## src/verilog/tdc_pkg.sv

```systemverilog
// tape dma command and address logic: shared offsets, fields, constants
// assumes one core clock; no timing figures are needed by this block
package tdc_pkg;
    // register word indices on the plain register port
    localparam logic [2:0] ADDR_CS1 = 3'h0;
    localparam logic [2:0] ADDR_WC = 3'h1;
    localparam logic [2:0] ADDR_BA = 3'h2;
    localparam logic [2:0] ADDR_CS3 = 3'h3;
    localparam logic [2:0] ADDR_CTRL = 3'h4;
    // command_and_status_one field positions
    localparam int GO_BIT = 0;
    localparam int FUNC_LSB = 1;
    localparam int FUNC_MSB = 5;
    localparam int IE_BIT = 6;
    localparam int RDY_BIT = 7;
    localparam int EXT_LSB = 8;
    localparam int EXT_MSB = 9;
    localparam int TRE_BIT = 14;
    // command_and_status_three position of the shared enable bit
    localparam int CS3_IE_BIT = 6;
    // control register: bit 0 controller clear, bit 1 double-word mode
    localparam int CTL_CLR_BIT = 0;
    localparam int CTL_DBL_BIT = 1;
    // function codes, go bit included
    localparam logic [5:0] FN_NOP = 6'h01;
    localparam logic [5:0] FN_REWIND_OFF = 6'h03;
    localparam logic [5:0] FN_REWIND = 6'h07;
    // reset values
    localparam logic [15:0] BA_RESET = 16'h0000;
    localparam logic [1:0] EXT_RESET = 2'h0;
    // address steps
    localparam logic [17:0] STEP_SINGLE = 18'h00002;
    localparam logic [17:0] STEP_DOUBLE = 18'h00004;
endpackage : tdc_pkg

```

## src/verilog/tdc_addr_step.sv

```systemverilog
// tape dma command and address logic: memory address stepper
// assumes an 18-bit address made of the extension bits and the bus address
`timescale 1ns/1ps
module tdc_addr_step (
    input wire logic [17:0] addrIn,
    input wire logic dbl,
    input wire logic reverse,
    output logic [17:0] addrOut
);
    logic [17:0] step;
    always_comb begin
        step = dbl ? tdc_pkg::STEP_DOUBLE : tdc_pkg::STEP_SINGLE;
        // carry out of bit 15 reaches the extension bits naturally
        if (reverse) begin
            addrOut = addrIn - step;
        end else begin
            addrOut = addrIn + step;
        end
        addrOut[0] = 1'b0;
    end
endmodule : tdc_addr_step

```

## src/verilog/tdc_cmd_regs.sv

```systemverilog
// tape dma command and address logic: registers, command path, transfer
// assumes a plain register port, a drive bus that takes one function write,
// and a memory side that acknowledges each word with wordDone
// Notes on behaviour
// - only a software write may set interrupt enable.
// - with enable set, ready or drive attention raise an interrupt request.
// - enable clears on bus init, controller clear, interrupt acknowledge.
// - writing enable zero cancels a pending interrupt request.
// - writing enable and ready both one makes a software interrupt.
// - enable is also reached through command and status three.
// - function code in bits 5..1, go in bit 0; nop 01, rewinds 03, 07.
// - written function code goes to the selected drive over the drive bus.
// - non-transfer commands do nothing else inside the controller.
// - word counter has no reset; only writes and transfer steps change it.
// - word counter steps by one per word moved.
// - bus address holds bits 15..1; bit 0 reads zero.
// - bus address clears on bus init and controller clear.
// - double-word moves step the address by four.
// - single-word moves step the address by two.
// - ready is one except during transfers; its rise requests an interrupt.
// - extension bits take the carry out of the bus address.
// - while busy only non-transfer commands are accepted.
//
// The register offsets and the strobed register port were left to the implementer.
`timescale 1ns/1ps
module tdc_cmd_regs (
    input wire logic core_clk,
    input wire logic arst_n,
    input wire logic busInit,
    input wire logic [2:0] regAddr,
    input wire logic [15:0] regWdata,
    input wire logic regWr,
    input wire logic regRd,
    output logic [15:0] regRdata,
    input wire logic [2:0] unitSel,
    output logic driveWr,
    output logic [2:0] driveUnit,
    output logic [5:0] driveFunc,
    input wire logic drive_attention,
    output logic intReq,
    input wire logic intAck,
    output logic wordReq,
    input wire logic wordDone,
    input wire logic xferError,
    output logic [17:0] memAddr,
    output logic busy
);
    // ------------------------------------------------------------
    // state
    // ------------------------------------------------------------
    typedef enum logic [1:0] {
        ST_IDLE = 2'b01,
        ST_XFER = 2'b10
    } tdc_state_t;

    tdc_state_t state;
    logic interrupt_enable;
    logic intPending;
    logic transfer_error_flag;
    logic [15:0] transfer_word_counter;
    logic [15:1] memory_bus_address;
    logic [1:0] addrExt;
    logic dblMode;
    logic ready;
    logic readyQ;
    logic ctlClear;
    logic wrCs1;
    logic startXfer;
    logic [4:0] wrFunc;
    logic reverseDir;
    logic [17:0] nextAddr;

    function automatic logic isXfer(input logic [4:0] f);
        return f[4] & (f[3] | f[2]);
    endfunction : isXfer

    // reverse transfers are the codes with f4 and f3 both clear of bit 2...
    // here the low two function bits equal 2'b11 mark reverse direction
    function automatic logic isReverse(input logic [4:0] f);
        return f[1] & f[0];
    endfunction : isReverse

    assign ready = (state == ST_IDLE);
    assign busy = ~ready;
    assign ctlClear = regWr && regAddr == tdc_pkg::ADDR_CTRL
        && regWdata[tdc_pkg::CTL_CLR_BIT];
    assign wrCs1 = regWr && regAddr == tdc_pkg::ADDR_CS1;
    assign wrFunc = regWdata[tdc_pkg::FUNC_MSB:tdc_pkg::FUNC_LSB];
    // busy controller ignores new transfer commands
    assign startXfer = wrCs1 && regWdata[tdc_pkg::GO_BIT]
        && isXfer(wrFunc) && ready;
    assign memAddr = {addrExt, memory_bus_address, 1'b0};

    // ------------------------------------------------------------
    // drive bus forwarding
    // ------------------------------------------------------------
    // the code lives in the drive; a copy is held here until the next forwarded write
    always_ff @(posedge core_clk or negedge arst_n) begin
        if (!arst_n) begin
            driveWr <= 1'b0;
            driveUnit <= 3'h0;
            driveFunc <= 6'h00;
        end else begin
            // non-transfer codes forward even while busy
            driveWr <= wrCs1 && (ready || !isXfer(wrFunc));
            if (wrCs1 && (ready || !isXfer(wrFunc))) begin
                driveUnit <= unitSel;
                driveFunc <= regWdata[tdc_pkg::FUNC_MSB:0];
            end
        end
    end

    // ------------------------------------------------------------
    // transfer sequencer
    // ------------------------------------------------------------
    always_ff @(posedge core_clk or negedge arst_n) begin
        if (!arst_n) begin
            state <= ST_IDLE;
            reverseDir <= 1'b0;
        end else if (busInit || ctlClear) begin
            state <= ST_IDLE;
        end else begin
            unique case (state)
                ST_IDLE: begin
                    if (startXfer) begin
                        state <= ST_XFER;
                        reverseDir <= isReverse(wrFunc);
                    end
                end
                ST_XFER: begin
                    if (xferError) begin
                        state <= ST_IDLE;
                    end else if (wordDone
                        && transfer_word_counter == 16'hffff) begin
                        state <= ST_IDLE;
                    end
                end
            endcase
        end
    end

    assign wordReq = (state == ST_XFER);

    always_ff @(posedge core_clk or negedge arst_n) begin
        if (!arst_n) begin
            transfer_error_flag <= 1'b0;
        end else if (busInit || ctlClear || startXfer) begin
            transfer_error_flag <= 1'b0;
        end else if (state == ST_XFER && xferError) begin
            transfer_error_flag <= 1'b1;
        end
    end

    // ------------------------------------------------------------
    // word counter: no reset path at all
    // ------------------------------------------------------------
    always_ff @(posedge core_clk) begin
        if (regWr && regAddr == tdc_pkg::ADDR_WC) begin
            transfer_word_counter <= regWdata;
        end else if (state == ST_XFER && wordDone) begin
            transfer_word_counter <= transfer_word_counter
                + 16'h0001;
        end
    end

    // ------------------------------------------------------------
    // bus address and extension
    // ------------------------------------------------------------
    tdc_addr_step u_step (
        .addrIn(memAddr),
        .dbl(dblMode),
        .reverse(reverseDir),
        .addrOut(nextAddr)
    );

    always_ff @(posedge core_clk or negedge arst_n) begin
        if (!arst_n) begin
            memory_bus_address <= tdc_pkg::BA_RESET[15:1];
            addrExt <= tdc_pkg::EXT_RESET;
        end else if (busInit || ctlClear) begin
            memory_bus_address <= tdc_pkg::BA_RESET[15:1];
            addrExt <= tdc_pkg::EXT_RESET;
        end else if (state == ST_XFER && wordDone) begin
            memory_bus_address <= nextAddr[15:1];
            addrExt <= nextAddr[17:16];
        end else if (regWr && regAddr == tdc_pkg::ADDR_BA) begin
            memory_bus_address <= regWdata[15:1];
        end else if (wrCs1 && ready) begin
            addrExt <= regWdata[tdc_pkg::EXT_MSB:tdc_pkg::EXT_LSB];
        end
    end

    always_ff @(posedge core_clk or negedge arst_n) begin
        if (!arst_n) begin
            dblMode <= 1'b0;
        end else if (regWr && regAddr == tdc_pkg::ADDR_CTRL) begin
            dblMode <= regWdata[tdc_pkg::CTL_DBL_BIT];
        end
    end

    // ------------------------------------------------------------
    // interrupt enable and request
    // ------------------------------------------------------------
    always_ff @(posedge core_clk or negedge arst_n) begin
        if (!arst_n) begin
            interrupt_enable <= 1'b0;
        end else if (busInit || ctlClear || intAck) begin
            interrupt_enable <= 1'b0;
        end else if (wrCs1) begin
            interrupt_enable <= regWdata[tdc_pkg::IE_BIT];
        end else if (regWr && regAddr == tdc_pkg::ADDR_CS3) begin
            interrupt_enable <= regWdata[tdc_pkg::CS3_IE_BIT];
        end
    end

    always_ff @(posedge core_clk or negedge arst_n) begin
        if (!arst_n) begin
            readyQ <= 1'b1;
        end else begin
            readyQ <= ready;
        end
    end

    logic ieWrite;
    logic ieWriteVal;
    always_comb begin
        ieWrite = wrCs1 || (regWr && regAddr == tdc_pkg::ADDR_CS3);
        ieWriteVal = wrCs1 ? regWdata[tdc_pkg::IE_BIT]
            : regWdata[tdc_pkg::CS3_IE_BIT];
    end

    // a new event wins over the cancel of the same cycle
    always_ff @(posedge core_clk or negedge arst_n) begin
        if (!arst_n) begin
            intPending <= 1'b0;
        end else if (busInit || ctlClear) begin
            intPending <= 1'b0;
        end else if (wrCs1 && regWdata[tdc_pkg::IE_BIT]
            && regWdata[tdc_pkg::RDY_BIT]) begin
            intPending <= 1'b1;
        end else if (interrupt_enable && ready && !readyQ) begin
            intPending <= 1'b1;
        end else if (intAck || (ieWrite && !ieWriteVal)) begin
            intPending <= 1'b0;
        end
    end

    // attention is a level; it requests while it stands and interrupt enable is set
    assign intReq = intPending
        || (interrupt_enable && drive_attention);

    // ------------------------------------------------------------
    // read data
    // ------------------------------------------------------------
    always_ff @(posedge core_clk or negedge arst_n) begin
        if (!arst_n) begin
            regRdata <= 16'h0000;
        end else if (regRd) begin
            unique case (regAddr)
                tdc_pkg::ADDR_CS1: regRdata <= {1'b0, transfer_error_flag,
                    4'h0, addrExt, ready, interrupt_enable,
                    driveFunc[5:1], 1'b0};
                tdc_pkg::ADDR_WC: regRdata <= transfer_word_counter;
                tdc_pkg::ADDR_BA: regRdata <= {memory_bus_address, 1'b0};
                tdc_pkg::ADDR_CS3: regRdata <= {9'h000, interrupt_enable,
                    6'h00};
                tdc_pkg::ADDR_CTRL: regRdata <= {14'h0000, dblMode, 1'b0};
                default: regRdata <= 16'h0000;
            endcase
        end else begin
            regRdata <= 16'h0000;
        end
    end

    // ------------------------------------------------------------
    // checks
    // ------------------------------------------------------------
    a_ie_sw_only: assert property (
        @(posedge core_clk) disable iff (!arst_n)
        $rose(interrupt_enable) |-> $past(ieWrite))
        else $error("enable set without a write");
    a_ie_clears: assert property (
        @(posedge core_clk) disable iff (!arst_n)
        (intAck || busInit || ctlClear) |=> !interrupt_enable)
        else $error("enable not cleared");
    a_sw_int: assert property (
        @(posedge core_clk) disable iff (!arst_n)
        (wrCs1 && regWdata[tdc_pkg::IE_BIT] && regWdata[tdc_pkg::RDY_BIT]
        && !busInit && !ctlClear) |=> intReq)
        else $error("no software interrupt");
    a_xfer_busy: assert property (
        @(posedge core_clk) disable iff (!arst_n)
        (startXfer && !busInit && !ctlClear) |=> (busy && !ready))
        else $error("transfer did not go busy");
    a_wc_step: assert property (
        @(posedge core_clk) disable iff (!arst_n)
        (state == ST_XFER && wordDone
        && !(regWr && regAddr == tdc_pkg::ADDR_WC))
        |=> transfer_word_counter == $past(transfer_word_counter) + 16'h0001)
        else $error("word counter did not step");
    a_ba_bit0: assert property (
        @(posedge core_clk) disable iff (!arst_n)
        ($past(regRd) && $past(regAddr) == tdc_pkg::ADDR_BA)
        |-> regRdata == {$past(memory_bus_address), 1'b0})
        else $error("address read back wrong");
    a_ba_clear: assert property (
        @(posedge core_clk) disable iff (!arst_n)
        (busInit || ctlClear)
        |=> memAddr == {tdc_pkg::EXT_RESET, tdc_pkg::BA_RESET})
        else $error("address not cleared");
    a_addr_step: assert property (
        @(posedge core_clk) disable iff (!arst_n)
        (state == ST_XFER && wordDone && !busInit && !ctlClear && !reverseDir)
        |=> memAddr == $past(memAddr) + ($past(dblMode)
        ? tdc_pkg::STEP_DOUBLE : tdc_pkg::STEP_SINGLE))
        else $error("bad address step");
    a_stop_zero: assert property (
        @(posedge core_clk) disable iff (!arst_n)
        (state == ST_XFER && wordDone && transfer_word_counter == 16'hffff)
        |=> (!wordReq && ready))
        else $error("transfer did not stop");
    a_ie_cancel: assert property (
        @(posedge core_clk) disable iff (!arst_n)
        (wrCs1 && !regWdata[tdc_pkg::IE_BIT] && ready && readyQ
        && !drive_attention) |=> !intReq)
        else $error("request not cancelled");
    c_xfer: cover property (@(posedge core_clk) disable iff (!arst_n)
        startXfer ##[1:50] (ready && !busy));
    c_swint: cover property (@(posedge core_clk) disable iff (!arst_n)
        $rose(intReq));
    c_drive_attention: cover property (@(posedge core_clk) disable iff (!arst_n)
        interrupt_enable && drive_attention);
endmodule : tdc_cmd_regs

```

## config.mk

```make
export PLATFORM = sky130hd
export DESIGN_NAME = tdc_cmd_regs
export DESIGN_NICKNAME = d
export VERILOG_FILES = /design/src/verilog/tdc_pkg.sv /design/src/verilog/tdc_addr_step.sv /design/src/verilog/tdc_cmd_regs.sv
export SDC_FILE = /design/constraint.sdc
export NUM_CORES = 1
export LEC_CHECK = 0
export ABC_AREA = 1
export BUFFER_PORTS_ARGS = -buffer_cell sky130_fd_sc_hd__buf_2
export CORE_MARGIN = 4
export CORE_UTILIZATION = 41
export CTS_BUF_LIST = sky130_fd_sc_hd__clkbuf_2 sky130_fd_sc_hd__clkbuf_4 sky130_fd_sc_hd__clkbuf_8
export CTS_CLUSTER_SIZE = 16
export DETAILED_ROUTE_END_ITERATION = 10
export PLACE_DENSITY_LB_ADDON = 0.3
export SLEW_MARGIN = 20
export SYNTH_ARGS = -nofsm -noshare
export SYNTH_HDL_FRONTEND = slang
export SYNTH_SLANG_ARGS = --single-unit
```

## constraint.sdc

```tcl
create_clock -name core_clk -period 3.8 [get_ports core_clk]
set_clock_uncertainty 0.05 [all_clocks]
set_input_delay 0.57 -clock core_clk [delete_from_list [all_inputs] [get_ports core_clk]]
set_output_delay 0.57 -clock core_clk [all_outputs]
set_load 0.01 [all_outputs]
```

==> impl_metrics.tcl, run 1 <==
set metrics [dict create \
    rsz0062_at_grt "no" \
    yosysMostFrequentCell "nand2_1" \
    crit_path_max_fanout 16 \
    setup_viol 0 \
    cts_buffers 9 \
    start_kind "register" \
    fmax_mhz 400 \
    wl_per_cell_um 14.8 \
    worstMarginPinSlew_ns 0.808 \
    final.setup.tns_ns 0 \
    routed_wirelength_um 12800 \
    period_share_pct 65.9 \
    post_dp_cell_area_um2 5030 \
    initial_core_util_pct 42.0 \
    hold_viol 0 \
    clk_latency_ns 0.35 \
    yosysTopAreaCellShare_pct 26.9 \
    slew-limit-headroom_pct 46.2 \
    path_common_cell "nand2_1" \
    synth_edf_count 16 \
    synth_commonest_cells "nand2_1, inv_1, dfrtp_1" \
    clock_path_buffers 2 \
    design.die.area_um2 12900 \
    placedCellCount 847 \
    fin_ws_ns 1.30 \
    dr_total_vias 4323 \
    first_pass_iters 4 \
    avgSynthCellArea_um2 7.11 \
    diodes 0 \
    status "completed" \
    grt_pass1_wl_um 20900 \
    port-buffer-count 76 \
    grt_pass1_vias 4143 \
    design_area_um2 5310 \
    io_pins 78 \
    postCtsSetupBuffers 0 \
    drtIter0Drc 289 \
    critPathRequiredTime_ns 4.00 \
    finalPower_mw 2.34 \
    layout_min_cycle_time_ns 2.50 \
    syn-num-nets 690 \
    coreArea_um2 10800 \
    dp_slack_ns 1.26 \
    dp.final_hpwl_um 10100 \
    cts_tree "built" \
    die_x_um 113 \
    ys_seq_area_share_pct 38.6 \
    power.leakage_nw 3.02 \
    gp_congestion 0.907 \
    clock-root-buffer "clkbuf_8" \
    final_layout_size_suffix_gt1_share_pct 17.7 \
    yosysWarnings 0 \
    finalNonFillerCells 863 \
    gr-total-overflow 0 \
    max_cap_violations 0 \
    synth_area_leaders "dfrtp_1, nand2_1, edfxtp_1" \
    postRouteAntennaNets 0 \
    clkSinkCount 67 \
    fillCellCount 1083 \
    min_path_type "primary input to asynchronous set/reset pin" \
    area.growth.synth_to_final_pct 16.4 \
    num_rows 38 \
    async_flop_share_pct 76.1 \
    drc 0 \
    htree_levels 3 \
    synth_area_um2 4560 \
    path_cells "inv_1, nor2_1, inv_1, fa_1, inv_1, nand2_1, nand2_1, nand3_1, nand2_1, nand2_1, nand3_1, nand3_1, nand2_1, nand2_1" \
    synth_ff_type "dfrtp_1" \
    nets 767 \
    grtUsageTotal_pct 20.3 \
    hold_buffers 0 \
    max_stage_delay_ns 0.76 \
    crit_type "register to register" \
    cts.clk_slew.worst_paths_ns 0.08 \
    end_kind "register" \
    synth.largest_area_cell "dfrtp_1" \
    crit_slowest_cell "dfrtp_1" \
    ir_worst_vdd_mv 0.228 \
    arrival_ns 2.70 \
    report.final.slew_viol_count 0 \
    p_per_area_nw_per_um2 441 \
    cts_resized 0 \
    synth_seq_cells 67 \
    vias_per_cell 5.01 \
    synth_cell_types 43 \
    netlist_instances 641 \
    dieHeight_um 113 \
    grt_max_degree 36 \
    antenna_found_initial 0 \
]
-- per-stage QoR --
step	utilization (%)	hold WS, ns
floorplan	-	0.224
finish	48.9	0.256
global route	48.9	0.321
CTS	48.9	0.264
detailed placement	46.4	0.387
global placement	46.4	0.377
-- routing by layer --
| metal | GRT usage, % | wire [um] |
|---|---|---|
| met1 | 28.0 | 5930 |
| met2 | 32.3 | 5810 |
| met3 | 4.14 | 744 |
| met4 | 6.49 | 293 |
| met5 | 0 | 0 |
-- cells by family after synthesis --
kind of cell,Yosys count,share of synthesized area [%]
adders and majority gates,18,5.11
xor gates and xnor gates,10,1.92
AOI/OAI and AO/OA,84,11.5
DFF,67,38.6
other,1,0.0823
buffers and inverters,132,12.0
and+or+nand+nor,329,30.8
-- cell type report --
class,count,area [um^2],area share [%]
flip-flops and latches,67,1760,33.2
repair buffers,77,388,7.31
multi-input cells,442,2250,42.5
well taps,140,175,3.30
inverters,121,459,8.66
clock inverters,7,146,2.76
clock buffers,9,124,2.33
-- critical path: cells and delay by family (launching register included) --
| family | cells | cell delay (ns) |
|---|---|---|
| flops | 1 | 0.76 |
| fa+ha+maj | 1 | 0.44 |
| buf+inv | 3 | 0.30 |
| simple gates | 10 | 0.85 |
-- registers in the layout (all words and copies together) (netlist names) --
register	cells
driveFunc	6
transfer_error_flag	1
readyQ	1
addrExt	2
driveWr	1
regRdata	16
reverseDir	1
interrupt_enable	1
dblMode	1
intPending	1
driveUnit	3
memory_bus_address	15
transfer_word_counter	16
state	2
-- worst paths after layout --
check                                       start                                 end  slack, ns  cells past startpoint
min reg2reg                  state[1]$_DFFE_PN0P_                    readyQ$_DFF_PN1_       0.38                      1
max reg2reg                reverseDir$_DFFE_PN0P_  memory_bus_address[13]$_DFFE_PN0P_       1.30                     14
max in group asynchronous                  arst_n   memory_bus_address[7]$_DFFE_PN0P_       2.71                      2
max                        reverseDir$_DFFE_PN0P_  memory_bus_address[13]$_DFFE_PN0P_       1.30                     14
min in group core_clk                  unitSel[2]            driveUnit[2]$_DFFE_PN0P_       0.36                      3
min                                        arst_n  memory_bus_address[11]$_DFFE_PN0P_       0.26                      1
-- placed cells by master (no fill, tap or decap), drive strengths merged, types with 8 or more instances in the layout --
cell type  netlist  routed
nand2          233     233
nor2            38      38
buf             11      77
edfxtp          16      16
xor2             8       8
inv            120     122
a21oi           28      28
nand3           44      44
o21ai           34      34
dfrtp           49      49
clkbuf           0       9
ha              17      17
-- power by group --
group          internal [mW]  switching (mW)
clock                  0.508           0.298
sequential             0.802          0.0577
combinational          0.232           0.440
total                   1.54           0.796
No activity file was read; power rests on OpenSTA's default activity.
==> run 2, diff against run 1 <==
==> constraint.sdc (replaced) <==
create_clock -name core_clk -period 2.4 [get_ports core_clk]
set_clock_uncertainty 0.05 [all_clocks]
set_input_delay 0.36 -clock core_clk [delete_from_list [all_inputs] [get_ports core_clk]]
set_output_delay 0.36 -clock core_clk [all_outputs]
set_load 0.01 [all_outputs]
==> impl_metrics.tcl, run 2 (same netlist as run 1, synthesis figures left out) <==
set metrics [dict create \
    wl_per_cell_um 14.6 \
    cts_resized 0 \
    ir_worst_vdd_mv 0.378 \
    reg2reg_setup_slack_ns 0.34 \
    cts_tree "built" \
    port-buffer-count 76 \
    hold_viol 0 \
    crit_path_max_fanout 4 \
    fillCellCount 1123 \
    grtUsageTotal_pct 20.4 \
    dr_total_vias 4401 \
    report.final.slew_viol_count 0 \
    num_rows 38 \
    htree_levels 3 \
    critPathRequiredTime_ns 2.61 \
    dieHeight_um 113 \
    clock_path_buffers 2 \
    crit_start "memory_bus_address[1]$_DFFE_PN0P_" \
    nets 773 \
    cts.clk_slew.worst_paths_ns 0.08 \
    hold_buffers 0 \
    start_kind "register" \
    initial_core_util_pct 42.0 \
    max_cap_violations 0 \
    clk_latency_ns 0.36 \
    dp.final_hpwl_um 10000 \
    final.setup.tns_ns 0 \
    postCtsSetupBuffers 0 \
    grt_pass1_vias 4313 \
    first_pass_iters 7 \
    area.growth.synth_to_final_pct 16.4 \
    routed_wirelength_um 12700 \
    min_path_type "primary input to asynchronous set/reset pin" \
    worstMarginPinSlew_ns 0.663 \
    clkSinkCount 67 \
    status "completed" \
    placedCellCount 853 \
    final_common_cell "nand2_1" \
    power.leakage_nw 3.02 \
    final_cell_mix "nand2_1, inv_1, buf_2" \
    final_layout_size_suffix_gt1_share_pct 18.4 \
    clock-root-buffer "clkbuf_8" \
    diodes 0 \
    coreArea_um2 10800 \
    cts_buffers 9 \
    gr-total-overflow 0 \
    r2r_start "memory_bus_address[1]$_DFFE_PN0P_" \
    grt_pass1_wl_um 20800 \
    reg_top3 "regRdata x16, transfer_word_counter x16, memory_bus_address x15" \
    p_per_area_nw_per_um2 663 \
    die_x_um 113 \
    fmax_mhz 485 \
    drc 0 \
    postRouteAntennaNets 0 \
    setup_viol 0 \
    finalNonFillerCells 869 \
    rsz0062_at_grt "no" \
    design.die.area_um2 12900 \
    vias_per_cell 5.06 \
    antenna_found_initial 0 \
    grt_max_degree 52 \
    period_share_pct 85.8 \
    crit_type "register to register" \
    drtIter0Drc 258 \
    io_pins 78 \
    slew-limit-headroom_pct 55.8 \
    arrival_ns 2.27 \
    gp_congestion 0.916 \
    end_kind "register" \
    layout_min_cycle_time_ns 2.06 \
]
-- run 2: power breakdown --
group / switching (mW) / total, mW / leakage (nW) / internal, mW
Sequential: 0.0777 / 1.35 / 0.823 / 1.27
Clock: 0.485 / 1.08 / 0.110 / 0.592
Combinational: 0.718 / 1.10 / 2.09 / 0.378
-- run 2: worst paths after layout --
kind                                                            to  cells past startpoint
min in group core_clk                     driveUnit[0]$_DFFE_PN0P_                      3
worst min register to register                    readyQ$_DFF_PN1_                      1
worst max register to register  memory_bus_address[13]$_DFFE_PN0P_                     13
worst min-delay path            memory_bus_address[15]$_DFFE_PN0P_                      2
worst max-delay path            memory_bus_address[13]$_DFFE_PN0P_                     13
max in group asynchronous                    regRdata[0]$_DFF_PN0_                      2
-- run 2: worst max-delay path, stage by stage (launching register included) --
cell	delay [ns]
dfrtp_1	0.37
inv_1	0.06
ha_1	0.23
fa_1	0.41
inv_1	0.09
nand2_1	0.05
nand2_1	0.07
nand3_1	0.08
nand2_1	0.17
nand2_1	0.10
nand3_1	0.07
nand3_1	0.07
nand2_1	0.09
nand2_1	0.04
-- run 2: stage by stage --
step	utilization (%)	hold WS [ns]	area (um^2)	total power, mW	worst slack (ns)
5_1_grt	48.9	0.110	5300	3.76	0.137
4_1_cts	48.9	0.0967	5300	3.53	0.340
3_3_place_gp	46.9	0.377	5080	2.44	0.383
6_report	48.9	0.0637	5300	3.52	0.340
2_1_floorplan	-	0.0144	4560	2.12	0.335
3_5_place_dp	46.9	0.385	5080	2.46	0.350
-- run 2: cell type report --
cell class,count,area (um^2),area share [%]
flip-flops and latches,67,1760,33.2
clock buffers,9,124,2.34
well taps,140,175,3.30
inverters,121,459,8.66
multi-input cells,442,2250,42.5
repair buffers,83,433,8.16
clock inverters,7,100,1.89
-- run 2: per-layer routing --
| layer | global-route usage, % | part of all wire [%] |
|---|---|---|
| met1 | 25.8 | 43 |
| met2 | 34.6 | 48 |
| met3 | 5.09 | 6.7 |
| met4 | 5.77 | 1.9 |
| met5 | 0 | 0 |
